===== config.mk =====
export PLATFORM = sky130hd
export DESIGN_NAME = usb_host_token_regs
export DESIGN_NICKNAME = d
export VERILOG_FILES = /design/src/verilog/usb_tok_pkg.sv /design/src/verilog/usb_host_token_regs.sv /design/src/verilog/token_sequencer.sv
export VERILOG_INCLUDE_DIRS = /design/src /design/src/verilog
export SDC_FILE = /design/constraint.sdc
export NUM_CORES = 1
export LEC_CHECK = 0
export BUFFER_PORTS_ARGS = -buffer_cell sky130_fd_sc_hd__clkbuf_2
export CORE_AREA = 2 2 121 123
export DETAILED_ROUTE_END_ITERATION = 7
export DIE_AREA = 0 0 123 125
export PLACE_DENSITY_LB_ADDON = 0.05
export SYNTH_ARGS = -nofsm -noshare
export SYNTH_HDL_FRONTEND = slang
export SYNTH_SLANG_ARGS = --single-unit

===== constraint.sdc =====
create_clock -name clock -period 8.15 [get_ports clock]
set_clock_uncertainty 0.15 [all_clocks]
set_input_delay 0.4075 -clock clock [delete_from_list [all_inputs] [get_ports clock]]
set_output_delay 0.4075 -clock clock [all_outputs]
set_load 0.03 [all_outputs]

===== src/verilog/usb_tok_defs.svh =====
/*
 * register offsets, field positions, reset values and timing constants
 * for the host token, frame number and descriptor table base registers.
 * assumes it is included once per compilation unit by its bare name.
 */
`ifndef USB_TOK_DEFS_SVH
`define USB_TOK_DEFS_SVH

// =========================================================
// register offsets (byte addresses, one word each)
`define OFS_FRAME_LOW      8'h00
`define OFS_FRAME_HIGH     8'h04
`define OFS_TOKEN_CMD      8'h08
`define OFS_SOF_THRESH     8'h0c
`define OFS_BASE_LOW       8'h10
`define OFS_BASE_MID       8'h14
`define OFS_BASE_TOP       8'h18
`define OFS_HOST_CTRL      8'h1c
`define OFS_HOST_ADDR      8'h20
`define OFS_HOST_STATUS    8'h24

// =========================================================
// field positions
`define TOK_TYPE_HI        7
`define TOK_TYPE_LO        4
`define TOK_EP_HI          3
`define TOK_EP_LO          0
`define CTRL_HOST_EN       0
`define CTRL_SOF_EN        1
`define ADDR_LOW_SPEED     7
`define FRAME_HIGH_BITS    3

// =========================================================
// packet type codes
`define TOK_TYPE_OUT       4'h1
`define TOK_TYPE_IN        4'h9
`define TOK_TYPE_SETUP     4'hd
`define SOF_PID            4'h5

// =========================================================
// reset values
`define RST_BYTE           8'h00
`define RST_WORD           32'h0000_0000

// =========================================================
// timing and descriptor table alignment
`define CLK_PERIOD_NS      5
`define SOF_PERIOD_NS      1000000
`define FS_BYTE_NS         667
`define LS_BYTE_NS         5333
`define TABLE_ALIGN_BITS   9
`define LAUNCH_LAG_CYCLES  2

`endif


===== src/verilog/usb_tok_pkg.sv =====
/*
 * types shared by the token register block and its transaction sequencer.
 * assumes usb_tok_defs.svh supplies the numeric constants.
 */
package usb_tok_pkg;

   // =========================================================
   // register bus request
   typedef struct packed {
      logic [7:0] addr;
      logic [31:0] wdata;
      logic wr;
      logic rd;
   } reg_req_t;

   // token launch to the packet engine
   typedef struct packed {
      logic [3:0] pid;
      logic [3:0] endpoint;
      logic [6:0] dev_addr;
      logic low_speed;
      logic [31:0] table_base;
   } token_cmd_t;

   // sequencer states
   typedef enum logic [1:0] {
      seq_idle,
      seq_wait_room,
      seq_issue,
      seq_busy
   } seq_state_t;

endpackage


===== src/verilog/usb_host_token_regs.sv =====
/*
 * host token command, frame number capture, frame marker threshold and
 * descriptor table base registers of a full-speed usb controller.
 * assumes a packet engine that reports received frame markers with
 * their frame number, accepts token launches and pulses done on completion.
 */
`include "usb_tok_defs.svh"

module usb_host_token_regs
#(
   parameter int SOF_PERIOD_CYCLES = `SOF_PERIOD_NS / `CLK_PERIOD_NS,
   parameter int FS_BYTE_CYCLES = (`FS_BYTE_NS + `CLK_PERIOD_NS - 1) / `CLK_PERIOD_NS,
   parameter int LS_BYTE_CYCLES = (`LS_BYTE_NS + `CLK_PERIOD_NS - 1) / `CLK_PERIOD_NS
)
(
   // clock and reset
   input wire logic clock,
   input wire logic rstn,
   // register port
   input wire usb_tok_pkg::reg_req_t req,
   output logic [31:0] rdata,
   // received frame marker from the packet engine (device mode)
   input wire logic sof_seen,
   input wire logic [10:0] sof_frame,
   // token launch to the packet engine
   output usb_tok_pkg::token_cmd_t token,
   output logic token_launch,
   input wire logic token_done,
   // frame marker launch (host mode)
   output logic sof_send,
   output logic [10:0] sof_number,
   // status
   output logic token_in_progress
);
   import usb_tok_pkg::*;

   // =========================================================
   // elaboration checks
   if (SOF_PERIOD_CYCLES < 2 || FS_BYTE_CYCLES < 1 || LS_BYTE_CYCLES < FS_BYTE_CYCLES)
      $error("unusable timing parameters");

   localparam int CW = $clog2(SOF_PERIOD_CYCLES + 1);
   // guard product is wide enough for a full threshold of low speed byte times
   localparam int BW = $clog2(LS_BYTE_CYCLES + 1);
   localparam int GW = (CW > BW + 8) ? CW : BW + 8;

   // =========================================================
   // register state
   logic [7:0] frame_count_lower_q;
   logic [`FRAME_HIGH_BITS-1:0] frame_count_upper_q;
   logic [3:0] token_type_q;
   logic [3:0] token_endpoint_number_q;
   logic [7:0] sof_guard_count_q;
   logic [6:0] table_base_bits_15_9_q;
   logic [7:0] table_base_bits_23_16_q;
   logic [7:0] table_base_bits_31_24_q;
   logic host_enable_q;
   logic frame_marker_enable_q;
   logic next_token_low_speed_q;
   logic [6:0] device_address_q;
   logic [CW-1:0] frame_timer_q;
   logic [10:0] host_frame_q;
   logic [31:0] rdata_q;
   logic token_write;
   logic room_ok;
   logic [GW-1:0] guard_cycles;
   logic [GW-1:0] remain_cycles;
   logic [CW-1:0] marker_gap_q;
   logic seq_launch;
   logic seq_busy;

   assign token_write = req.wr && (req.addr == `OFS_TOKEN_CMD);

   // =========================================================
   // token command register; a write while busy is ignored so an executing
   // token is never corrupted by software that skipped the busy check
   always_ff @(posedge clock)
   begin
      if (!rstn)
      begin
         token_type_q <= 4'h0;
         token_endpoint_number_q <= 4'h0;
      end
      else if (token_write && !seq_busy)
      begin
         token_type_q <= req.wdata[`TOK_TYPE_HI:`TOK_TYPE_LO];
         token_endpoint_number_q <= req.wdata[`TOK_EP_HI:`TOK_EP_LO];
      end
   end

   // threshold and descriptor table base registers
   always_ff @(posedge clock)
   begin
      if (!rstn)
      begin
         sof_guard_count_q <= `RST_BYTE;
         table_base_bits_15_9_q <= 7'h00;
         table_base_bits_23_16_q <= `RST_BYTE;
         table_base_bits_31_24_q <= `RST_BYTE;
      end
      else if (req.wr)
      begin
         case (req.addr)
            `OFS_SOF_THRESH: sof_guard_count_q <= req.wdata[7:0];
            `OFS_BASE_LOW: table_base_bits_15_9_q <= req.wdata[7:1];
            `OFS_BASE_MID: table_base_bits_23_16_q <= req.wdata[7:0];
            `OFS_BASE_TOP: table_base_bits_31_24_q <= req.wdata[7:0];
            default: ;
         endcase
      end
   end

   // host control: enable, frame marker enable, speed and device address
   always_ff @(posedge clock)
   begin
      if (!rstn)
      begin
         host_enable_q <= 1'b0;
         frame_marker_enable_q <= 1'b0;
         next_token_low_speed_q <= 1'b0;
         device_address_q <= 7'h00;
      end
      else if (req.wr && req.addr == `OFS_HOST_CTRL)
      begin
         host_enable_q <= req.wdata[`CTRL_HOST_EN];
         frame_marker_enable_q <= req.wdata[`CTRL_SOF_EN];
      end
      else if (req.wr && req.addr == `OFS_HOST_ADDR)
      begin
         next_token_low_speed_q <= req.wdata[`ADDR_LOW_SPEED];
         device_address_q <= req.wdata[6:0];
      end
   end

   // =========================================================
   // frame number capture; in host mode the sent marker's number is taken
   always_ff @(posedge clock)
   begin
      if (!rstn)
      begin
         frame_count_lower_q <= `RST_BYTE;
         frame_count_upper_q <= 3'h0;
      end
      else if (sof_seen)
      begin
         frame_count_lower_q <= sof_frame[7:0];
         frame_count_upper_q <= sof_frame[10:8];
      end
      else if (sof_send)
      begin
         frame_count_lower_q <= host_frame_q[7:0];
         frame_count_upper_q <= host_frame_q[10:8];
      end
   end

   // =========================================================
   // millisecond frame timer; counts down to the next marker
   always_ff @(posedge clock)
   begin
      if (!rstn)
      begin
         frame_timer_q <= CW'(SOF_PERIOD_CYCLES - 1);
         host_frame_q <= 11'h000;
      end
      else if (!(host_enable_q && frame_marker_enable_q))
         frame_timer_q <= CW'(SOF_PERIOD_CYCLES - 1);
      else if (frame_timer_q == '0)
      begin
         frame_timer_q <= CW'(SOF_PERIOD_CYCLES - 1);
         host_frame_q <= host_frame_q + 11'h001;
      end
      else
         frame_timer_q <= frame_timer_q - 1'b1;
   end

   assign sof_send = host_enable_q && frame_marker_enable_q && (frame_timer_q == '0);
   assign sof_number = host_frame_q;

   // spacing count kept apart from the down counter, so that a wrong reload
   // value in the timer shows up in the period check below
   always_ff @(posedge clock)
   begin
      if (!rstn)
         marker_gap_q <= '0;
      else if (!(host_enable_q && frame_marker_enable_q) || sof_send)
         marker_gap_q <= '0;
      else
         marker_gap_q <= marker_gap_q + 1'b1;
   end

   // =========================================================
   // guard window: threshold byte times at the speed of the next token;
   // without frame markers there is no window to protect. the check is made
   // two cycles before the token reaches the engine, so that lag is added
   // to the window rather than eaten out of it
   assign guard_cycles = GW'(sof_guard_count_q) *
      (next_token_low_speed_q ? GW'(LS_BYTE_CYCLES) : GW'(FS_BYTE_CYCLES));
   assign remain_cycles = GW'(frame_timer_q);
   assign room_ok = !(host_enable_q && frame_marker_enable_q) ||
      (remain_cycles >= guard_cycles + GW'(`LAUNCH_LAG_CYCLES));

   token_sequencer u_seq (
      .clock(clock),
      .rstn(rstn),
      .start(token_write && !seq_busy),
      .room_ok(room_ok),
      .engine_done(token_done),
      .launch(seq_launch),
      .busy(seq_busy)
   );

   // token handed to the engine; the type code passes unchanged, so a
   // reserved code written by software reaches the engine as it stands
   always_ff @(posedge clock)
   begin
      if (!rstn)
      begin
         token <= '0;
         token_launch <= 1'b0;
      end
      else
      begin
         token_launch <= seq_launch;
         if (seq_launch)
         begin
            token.pid <= token_type_q;
            token.endpoint <= token_endpoint_number_q;
            token.dev_addr <= device_address_q;
            token.low_speed <= next_token_low_speed_q;
            token.table_base <= {table_base_bits_31_24_q, table_base_bits_23_16_q,
               table_base_bits_15_9_q, {`TABLE_ALIGN_BITS{1'b0}}};
         end
      end
   end

   // software polls this through the status word before the next token write
   assign token_in_progress = seq_busy;

   // =========================================================
   // read port: data one cycle after the strobe, zero otherwise
   always_ff @(posedge clock)
   begin
      if (!rstn)
         rdata_q <= `RST_WORD;
      else if (!req.rd)
         rdata_q <= `RST_WORD;
      else
      begin
         case (req.addr)
            `OFS_FRAME_LOW: rdata_q <= {24'h0, frame_count_lower_q};
            `OFS_FRAME_HIGH: rdata_q <= {29'h0, frame_count_upper_q};
            `OFS_TOKEN_CMD: rdata_q <= {24'h0, token_type_q, token_endpoint_number_q};
            `OFS_SOF_THRESH: rdata_q <= {24'h0, sof_guard_count_q};
            `OFS_BASE_LOW: rdata_q <= {24'h0, table_base_bits_15_9_q, 1'b0};
            `OFS_BASE_MID: rdata_q <= {24'h0, table_base_bits_23_16_q};
            `OFS_BASE_TOP: rdata_q <= {24'h0, table_base_bits_31_24_q};
            `OFS_HOST_CTRL: rdata_q <= {30'h0, frame_marker_enable_q, host_enable_q};
            `OFS_HOST_ADDR: rdata_q <= {24'h0, next_token_low_speed_q, device_address_q};
            `OFS_HOST_STATUS: rdata_q <= {31'h0, seq_busy};
            default: rdata_q <= `RST_WORD;
         endcase
      end
   end

   assign rdata = rdata_q;

   // =========================================================
   // checks
   // register map and field checks
   chk_frame_capture: assert property (@(posedge clock) disable iff (!rstn)
      sof_seen |=> {frame_count_upper_q, frame_count_lower_q} == $past(sof_frame))
      else $error("frame number not captured on marker");
   chk_frame_hold: assert property (@(posedge clock) disable iff (!rstn)
      (!sof_seen && !sof_send) |=> $stable({frame_count_upper_q, frame_count_lower_q}))
      else $error("frame number changed without a marker");
   chk_upper_read: assert property (@(posedge clock) disable iff (!rstn)
      (req.rd && req.addr == `OFS_FRAME_HIGH) |=> rdata[31:3] == 29'h0)
      else $error("upper frame register high bits not zero");
   chk_lower_read: assert property (@(posedge clock) disable iff (!rstn)
      (req.rd && req.addr == `OFS_FRAME_LOW) |=> rdata[31:8] == 24'h0)
      else $error("lower frame register high bits not zero");
   chk_base_align: assert property (@(posedge clock) disable iff (!rstn)
      token_launch |-> token.table_base[8:0] == 9'h000)
      else $error("table base not aligned");
   chk_base_low_bit: assert property (@(posedge clock) disable iff (!rstn)
      (req.rd && req.addr == `OFS_BASE_LOW) |=> rdata[0] == 1'b0)
      else $error("base low bit zero reads as one");
   chk_token_fields: assert property (@(posedge clock) disable iff (!rstn)
      (token_write && !seq_busy) |=> token_type_q == $past(req.wdata[7:4])
         && token_endpoint_number_q == $past(req.wdata[3:0]))
      else $error("token fields not stored");
   chk_token_hold: assert property (@(posedge clock) disable iff (!rstn)
      (token_write && seq_busy) |=> $stable({token_type_q, token_endpoint_number_q}))
      else $error("token overwritten while busy");
   chk_thresh_store: assert property (@(posedge clock) disable iff (!rstn)
      (req.wr && req.addr == `OFS_SOF_THRESH) |=> sof_guard_count_q == $past(req.wdata[7:0]))
      else $error("threshold not stored");
   chk_read_idle: assert property (@(posedge clock) disable iff (!rstn)
      !req.rd |=> rdata == 32'h0)
      else $error("read data not zero outside a read");

   // token flow and frame timing checks
   chk_sof_period: assert property (@(posedge clock) disable iff (!rstn)
      sof_send |=> !sof_send)
      else $error("frame markers back to back");
   chk_sof_spacing: assert property (@(posedge clock) disable iff (!rstn)
      (host_enable_q && frame_marker_enable_q) |-> sof_send == (marker_gap_q == CW'(SOF_PERIOD_CYCLES - 1)))
      else $error("frame marker spacing not one period");
   chk_launch_busy: assert property (@(posedge clock) disable iff (!rstn)
      token_launch |-> token_in_progress)
      else $error("launch without busy indication");
   chk_launch_pulse: assert property (@(posedge clock) disable iff (!rstn)
      token_launch |=> !token_launch)
      else $error("token launch longer than one cycle");
   chk_type_pass: assert property (@(posedge clock) disable iff (!rstn)
      seq_launch |=> token.pid == $past(token_type_q) && token.endpoint == $past(token_endpoint_number_q))
      else $error("token type or endpoint not handed on");
   chk_speed_follow: assert property (@(posedge clock) disable iff (!rstn)
      seq_launch |=> token.low_speed == $past(next_token_low_speed_q))
      else $error("token speed not taken from low speed bit");
   chk_mid_top: assert property (@(posedge clock) disable iff (!rstn)
      seq_launch |=> token.table_base[31:16] == $past({table_base_bits_31_24_q, table_base_bits_23_16_q}))
      else $error("table base upper bits wrong");

endmodule


===== src/verilog/token_sequencer.sv =====
/*
 * holds a token until there is room before the next frame marker, hands it
 * to the packet engine and keeps the busy indication until the engine is done.
 * assumes the packet engine raises done for one cycle per accepted token.
 */
module token_sequencer
(
   // clock and reset
   input wire logic clock,
   input wire logic rstn,
   // control
   input wire logic start,
   input wire logic room_ok,
   input wire logic engine_done,
   // status
   output logic launch,
   output logic busy
);
   import usb_tok_pkg::*;

   seq_state_t state_q;
   seq_state_t state_d;

   // =========================================================
   // next state
   always_comb
   begin
      state_d = state_q;
      case (state_q)
         seq_idle:
         begin
            if (start)
               state_d = seq_wait_room;
         end
         seq_wait_room:
         begin
            if (room_ok)
               state_d = seq_issue;
         end
         seq_issue:
            state_d = seq_busy;
         seq_busy:
         begin
            if (engine_done)
               state_d = seq_idle;
         end
         default:
            state_d = seq_idle;
      endcase
   end

   // state register
   always_ff @(posedge clock)
   begin
      if (!rstn)
         state_q <= seq_idle;
      else
         state_q <= state_d;
   end

   // busy from write until completion, launch for one cycle
   assign busy = (state_q != seq_idle);
   assign launch = (state_q == seq_issue);

   // =========================================================
   // checks
   chk_launch_room: assert property (@(posedge clock) disable iff (!rstn)
      launch |-> $past(room_ok))
      else $error("token launched without room before frame marker");
   chk_busy_start: assert property (@(posedge clock) disable iff (!rstn)
      (start && !busy) |=> busy)
      else $error("busy not raised after token write");

endmodule


== Word level (Yosys, flattened, before mapping) ==
Index checks and enable logic that the tools add are counted.

* $add $sub $neg: 3
* Multiply operators: 1
* Divide/modulo/power cells: 0
* Magnitude comparators: 1
* Equal/unequal tests: 15
* Shift operators: 0
* Muxes and demuxes: 10
* Bitwise operators: 3
* Reductions and logical operators: 23

{| class="wikitable"
|+ Operators with widths
! kind !! count
|-
| 8-bit one-hot mux with 10 select lines || 1
|-
| 8-bit by 5-bit equality test with 1-bit output (second input constant) || 4
|-
| 19-bit by 2-bit adder with 19-bit output (second input constant) || 1
|-
| 18-bit by 19-bit greater-or-equal comparator with 1-bit output || 1
|-
| 8-bit by 11-bit multiplier with 19-bit output || 1
|-
| 18-bit logical NOT || 1
|-
| 18-bit by 1-bit subtractor with 18-bit output (second input constant) || 1
|-
| 8-bit by 4-bit equality test with 1-bit output (second input constant) || 2
|-
| 8-bit by 6-bit equality test with 1-bit output (second input constant) || 2
|-
| 8-bit 2-to-1 mux || 2
|-
| 2-bit AND reduction || 7
|-
| 11-bit by 1-bit adder with 11-bit output (second input constant) || 1
|-
| 11-bit 2-to-1 mux || 1
|-
| 8-bit by 3-bit equality test with 1-bit output (second input constant) || 1
|-
| 8-bit logical NOT || 1
|-
| 2-bit one-hot mux with 4 select lines || 1
|-
| 1-bit logical AND || 6
|-
| 2-bit 2-to-1 mux || 3
|-
| 3-bit 2-to-1 mux || 2
|-
| 2-bit equality test (second input constant) || 2
|-
| 2-bit inequality test (second input constant) || 2
|-
| 2-bit nonzero test || 2
|-
| 1-bit inverter || 3
|-
| 3-bit AND reduction || 1
|-
| other kinds (6) || 7
|}

* Register bits: 163
* Bits in latches: 0
* Memory bits (writable): 0
* Bits in read-only memories: 0
* Input port bits: 57
* Word-level logic and storage cells: 78
* Memories: 0

== Longest topological paths before layout ==
* Depth after elaboration: 7
* Gate-level depth with buffers: 22

== Cells and area by module ==
From an unflattened synthesis, not the netlist that was laid out.

* Cell total of the unflattened synthesis: 939
* Area, all modules: 8341.8 um^2

{| class="wikitable"
|+ Modules (own cells, without submodules)
! module !! times used !! cells each !! area an instance (um^2)
|-
| usb_host_token_regs || 1 || 919 || 8170.3
|-
| token_sequencer || 1 || 20 || 171.4
|}

== Worst setup path before layout ==
No wires, ideal clock.

* Path kind: reg-to-reg
* From: register next_token_low_speed_q
* To: register u_seq.state_q[0]
* Setup time: 0.072 ns
* Arrival: 5.291 ns
* Required time: 7.928 ns
* Setup slack: 2.637 ns
* Cell stages (with the launch flop): 23
* Buffers on the path: 1
* Clock period less this slack: 5.513 ns
* Cell sequence: dfxtp_1 > clkbuf_1 > and2_1 > ha_1 > fa_1 > inv_1 > fa_1 > inv_1 > fa_1 > ha_1 > or2_2 > a21o_1 > o41ai_1 > o311ai_0 > a21oi_1 > xor2_1 > ha_1 > a22oi_1 > nand3_1 > a211oi_1 > o21ai_0 > o211ai_1 > mux2i_1

* Cells in the longest elaborated chain, start to end: 7

{| class="wikitable"
|+ Ends and longest elaborated chain
! what !! RTL line !! source
|-
| from (decl) || usb_host_token_regs.sv:59 || <nowiki>logic next_token_low_speed_q;</nowiki>
|-
| from (signal assigned) || usb_host_token_regs.sv:130 || <nowiki>next_token_low_speed_q <= req.wdata[`ADDR_LOW_SPEED];</nowiki>
|-
| 11-bit 2-to-1 mux || usb_host_token_regs.sv:197 || <nowiki>(next_token_low_speed_q ? GW'(LS_BYTE_CYCLES) : GW'(FS_BYTE_CYCLES));</nowiki>
|-
| 8-bit by 11-bit multiplier with 19-bit output || usb_host_token_regs.sv:196 || <nowiki>assign guard_cycles = GW'(sof_guard_count_q) *</nowiki>
|-
| 19-bit by 2-bit adder with 19-bit output || usb_host_token_regs.sv:200 || <nowiki>(remain_cycles >= guard_cycles + GW'(`LAUNCH_LAG_CYCLES));</nowiki>
|-
| 18-bit by 19-bit greater-or-equal comparator with 1-bit output || usb_host_token_regs.sv:200 ||
|-
| 1-bit logical OR || usb_host_token_regs.sv:199 || <nowiki>assign room_ok = !(host_enable_q && frame_marker_enable_q) ||</nowiki>
|-
| 2-bit inequality test (no source line) || n/a ||
|-
| 3-bit AND reduction (no source line) || n/a ||
|-
| to (signal assigned) || token_sequencer.sv:56 || <nowiki>state_q <= seq_idle;</nowiki>
|-
| to (signal assigned) || token_sequencer.sv:58 || <nowiki>state_q <= state_d;</nowiki>
|-
| to (decl) || token_sequencer.sv:21 || <nowiki>seq_state_t state_q;</nowiki>
|}

Every way passes these cells.
A chain may end at the register's enable or synchronous reset.

== Worst setup path in the final report ==
Ends and elaborated chain as after synthesis.

==> flow_metrics.py <==
metrics = {
    "power_and_ir_drop": {
        "ir_worst_vdd_v": 0.000137,
        "p_sw_uw": 396,
        "cellInternalPower_mw": 1.14,
        "swShare": 0.258,
        "pwr-share-comb": 0.060,
        "seq_power_share": 0.448,
        "clkPwrFrac": 0.492,
        "total_leakage_power_nw": 4.03,
        "p_per_area_nw_per_um2": 164,
    },
    "floorplan": {
        "start_util": 0.587,
        "dieArea_sq_um": 15400,
        "fp.coreArea_sq_um": 14200,
        "die_w_microns": 123,
        "rows": 44,
        "die_h_microns": 125,
        "ioPinCount": 151,
    },
    "synthesis": {
        "synth_top_family_by_area": "simple AND/OR/NAND/NOR gates",
        "synth-async-reset-ratio": 0,
        "ys.flop_type": "dfxtp_1",
        "synth_largest_area_cell": "dfxtp_1",
        "ys_types": 56,
        "syn_area_sq_um": 8330,
        "syn_inst": 932,
        "yosys_warnings": 0,
        "synth_top_cell_area_share": 0.334,
        "synth_compound_area_frac": 0.138,
        "synth-simple-area-share": 0.196,
        "synth-seq-cells": 139,
        "synthAdderAreaFrac": 0.162,
        "synth-xor-area-share": 0.0326,
        "synth_edf_count": 0,
        "synth.mux.area_fraction": 0.0649,
        "synth-seq-area-share": 0.334,
        "syn_area_per_cell_sq_um": 8.94,
        "synth_top_cells_by_area": "dfxtp_1 (33%), ha_1 (11%), mux2i_1 (6.5%)",
    },
    "detailed_routing": {
        "drt_iter0_drc": 438,
        "num_vias": 6692,
        "vias_per_cell": 5.54,
        "antenna_left": 0,
        "dr.pass1.iters": 6,
        "wirelength_mm": 19.7,
        "wl_per_cell_microns": 16.4,
        "drc": 0,
    },
    "placement": {
        "dpl.hpwl_mm": 14.7,
        "gp_congestion": 0.912,
        "portBuffers": 93,
    },
    "worst_setup_path": {
        "end_kind": "register",
        "worstPathCellList": "and2_1, fa_1, fa_1, fa_1, fa_1, ha_1, nand2_1, o21ai_0, o41ai_1, o311ai_0, a21oi_1, xor2_1, ha_1, a22oi_1, nand3_1, a211oi_1, o21ai_0, o211ai_1, mux2i_1",
        "worst_path_most_repeated_cell": "fa_1",
        "cpPeakStageDelay_ns": 0.73,
        "worst_setup_path_start_kind": "register",
        "cp.required_ns": 8.35,
        "path_max_fanout": 19,
        "crit_type": "reg -> reg",
        "arrival_ns": 6.61,
        "crit_path_top_delay_cell": "dfxtp_1",
    },
    "cts": {
        "cts_max_path_buffers": 2,
        "ctsHoldBuffers": 0,
        "cts_sinks": 139,
        "postCtsSetupRepairBufs": 0,
        "cts_tree": "done",
        "cts.reportedPaths.clkPinSlew_ns": 0.06,
        "ctsResizeCount": 0,
        "cts-buffers-inserted": 17,
        "cts-root-buf": "clkbuf_16",
        "htree_levels": 4,
        "clk_latency_ns": 0.42,
    },
    "grt": {
        "grt_use_total": 0.262,
        "grt_max_degree": 115,
        "grt_pass1_wl_mm": 31.5,
        "grt_pass1_vias": 6301,
        "overflow": 0,
        "antenna_found_initial": 0,
    },
    "worst_hold_path": {
        "hold_path_class": "in -> reg",
    },
    "timing": {
        "rsz0062_at_grt": "no",
        "whs_ns": 0.119,
        "min_period_ns": 6.41,
        "worst_slew_margin_rel": 0.283,
        "fin_tns_setup_ns": 0,
        "max_freq_mhz": 156,
        "worst_pin_slew_ns": 1.06,
        "slew_violations": 0,
        "finalCritPeriodShare": 0.786,
        "finalHoldViolations": 0,
        "setup_viol": 0,
    },
    "outcome": {
        "status": "finished clean",
    },
    "layout": {
        "nNetsFinal": 1161,
        "area_growth_pct": 12.4,
        "antenna_cells": 0,
        "drive_gt1_frac": 0.137,
    },
    "flow_run": {
        "maxCapViolations": 0,
    },
}
## metal layers
layer | wire (microns) | GRT usage | vias up | share of wire
li1 | - | - | 3319 | -
met1 | 8620 | 0.337 | 3158 | 0.44
met2 | 9590 | 0.431 | 182 | 0.49
met3 | 998 | 0.0506 | 33 | 0.051
met4 | 533 | 0.102 | 0 | 0.027
met5 | 0 | 0 | - | 0
## power groups by stage
stage                     Combinational (mW)  Sequential [mW]  Clock [mW]
after floorplan                       0.0792            0.701           0
after global placement                0.0912            0.704           0
after detailed placement              0.0914            0.704           0
after CTS                             0.0919            0.688       0.765
after global routing                   0.102            0.688       0.796
final                                 0.0923            0.688       0.757
## registers in the layout, indices dropped and copies added (netlist names)
name	flops
frame_count_upper_q	3
token	39
host_enable_q	1
device_address_q	7
frame_timer_q	18
u_seq.state_q	2
frame_marker_enable_q	1
frame_count_lower_q	8
token_endpoint_number_q	4
table_base_bits_15_9_q	7
token_launch	1
table_base_bits_31_24_q	8
next_token_low_speed_q	1
sof_guard_count_q	8
rdata	8
sof_number	11
table_base_bits_23_16_q	8
token_type_q	4
## Yosys cell counts (8+ instances only)
master      n
a21boi_0   49
a21oi_1    25
a222oi_1    8
a22oi_1    14
a31oi_1     9
and2_1     25
and3_1      9
buf_4      33
clkbuf_1   34
dfxtp_1   139
fa_1       23
ha_1       71
inv_1      49
mux2i_1    54
nand2_1   111
nand3_1    52
nor2_1     31
nor2b_1    51
o21ai_0    31
xnor2_1    17
xor2_1     14
## cells by family after synthesis
family,after synthesis
buffers and inverters,123
AO/OA/AOI/OAI,168
adder cells (fa/ha/maj),94
flip-flops,139
AND/OR/NAND/NOR,321
other,2
XOR/XNOR,31
multiplexers,54
## cell usage in the layout, fill, tap and decap left out, types with 23 or more instances in the layout
| cell type | Yosys | routed |
|---|---|---|
| dfxtp_1 | 139 | 139 |
| nand2_1 | 111 | 111 |
| clkbuf_2 | 0 | 93 |
| ha_1 | 71 | 70 |
| mux2i_1 | 54 | 54 |
| nand3_1 | 52 | 52 |
| nor2b_1 | 51 | 51 |
| inv_1 | 49 | 49 |
| a21boi_0 | 49 | 49 |
| conb_1 | 2 | 38 |
| nor2_1 | 31 | 31 |
| o21ai_0 | 31 | 31 |
| and2_1 | 25 | 25 |
| a21oi_1 | 25 | 25 |
| fa_1 | 23 | 23 |
## critical path, delay by kind of cell, from the launching register on
family          cells  cell delay (ns)
mux                 1             0.21
xor+xnor            1             0.17
fa+ha+maj           6             2.58
compound gates      8             1.97
flops               1             0.73
simple gates        3             0.51
## cell type report
| cell class | count | area (sq um) |
|---|---|---|
| Clock inverter | 15 | 156 |
| Tap cell | 184 | 230 |
| Inverter | 50 | 189 |
| Timing Repair Buffer | 96 | 488 |
| Multi-Input combinational cell | 706 | 5090 |
| Sequential cell | 139 | 2780 |
| Clock buffer | 17 | 425 |
| Fill cell | 1288 | 4840 |
## path summary, 6_finish.rpt
| path | startpoint | slack, ns | end | cells past startpoint |
|---|---|---|---|---|
| max | next_token_low_speed_q | 1.74 | u_seq.state_q[0] | 19 |
| min | rstn | 0.12 | frame_timer_q[16] | 2 |
| max reg2reg | next_token_low_speed_q | 1.74 | u_seq.state_q[0] | 19 |
| min reg2reg | frame_timer_q[0] | 0.27 | frame_timer_q[0] | 1 |
## metrics by stage
stage	util	cell area, sq um	total power [mW]	worst slack [ns]	cells
finish	0.659	9370	1.54	1.74	1207
global route	0.659	9370	1.59	1.32	1207
CTS	0.659	9370	1.55	1.73	1207
detailed placement	0.618	8780	0.795	1.75	1175
global placement	0.618	8780	0.795	1.80	1175
floorplan	-	8470	0.780	2.64	968
Power figures use the tool's default switching activity.
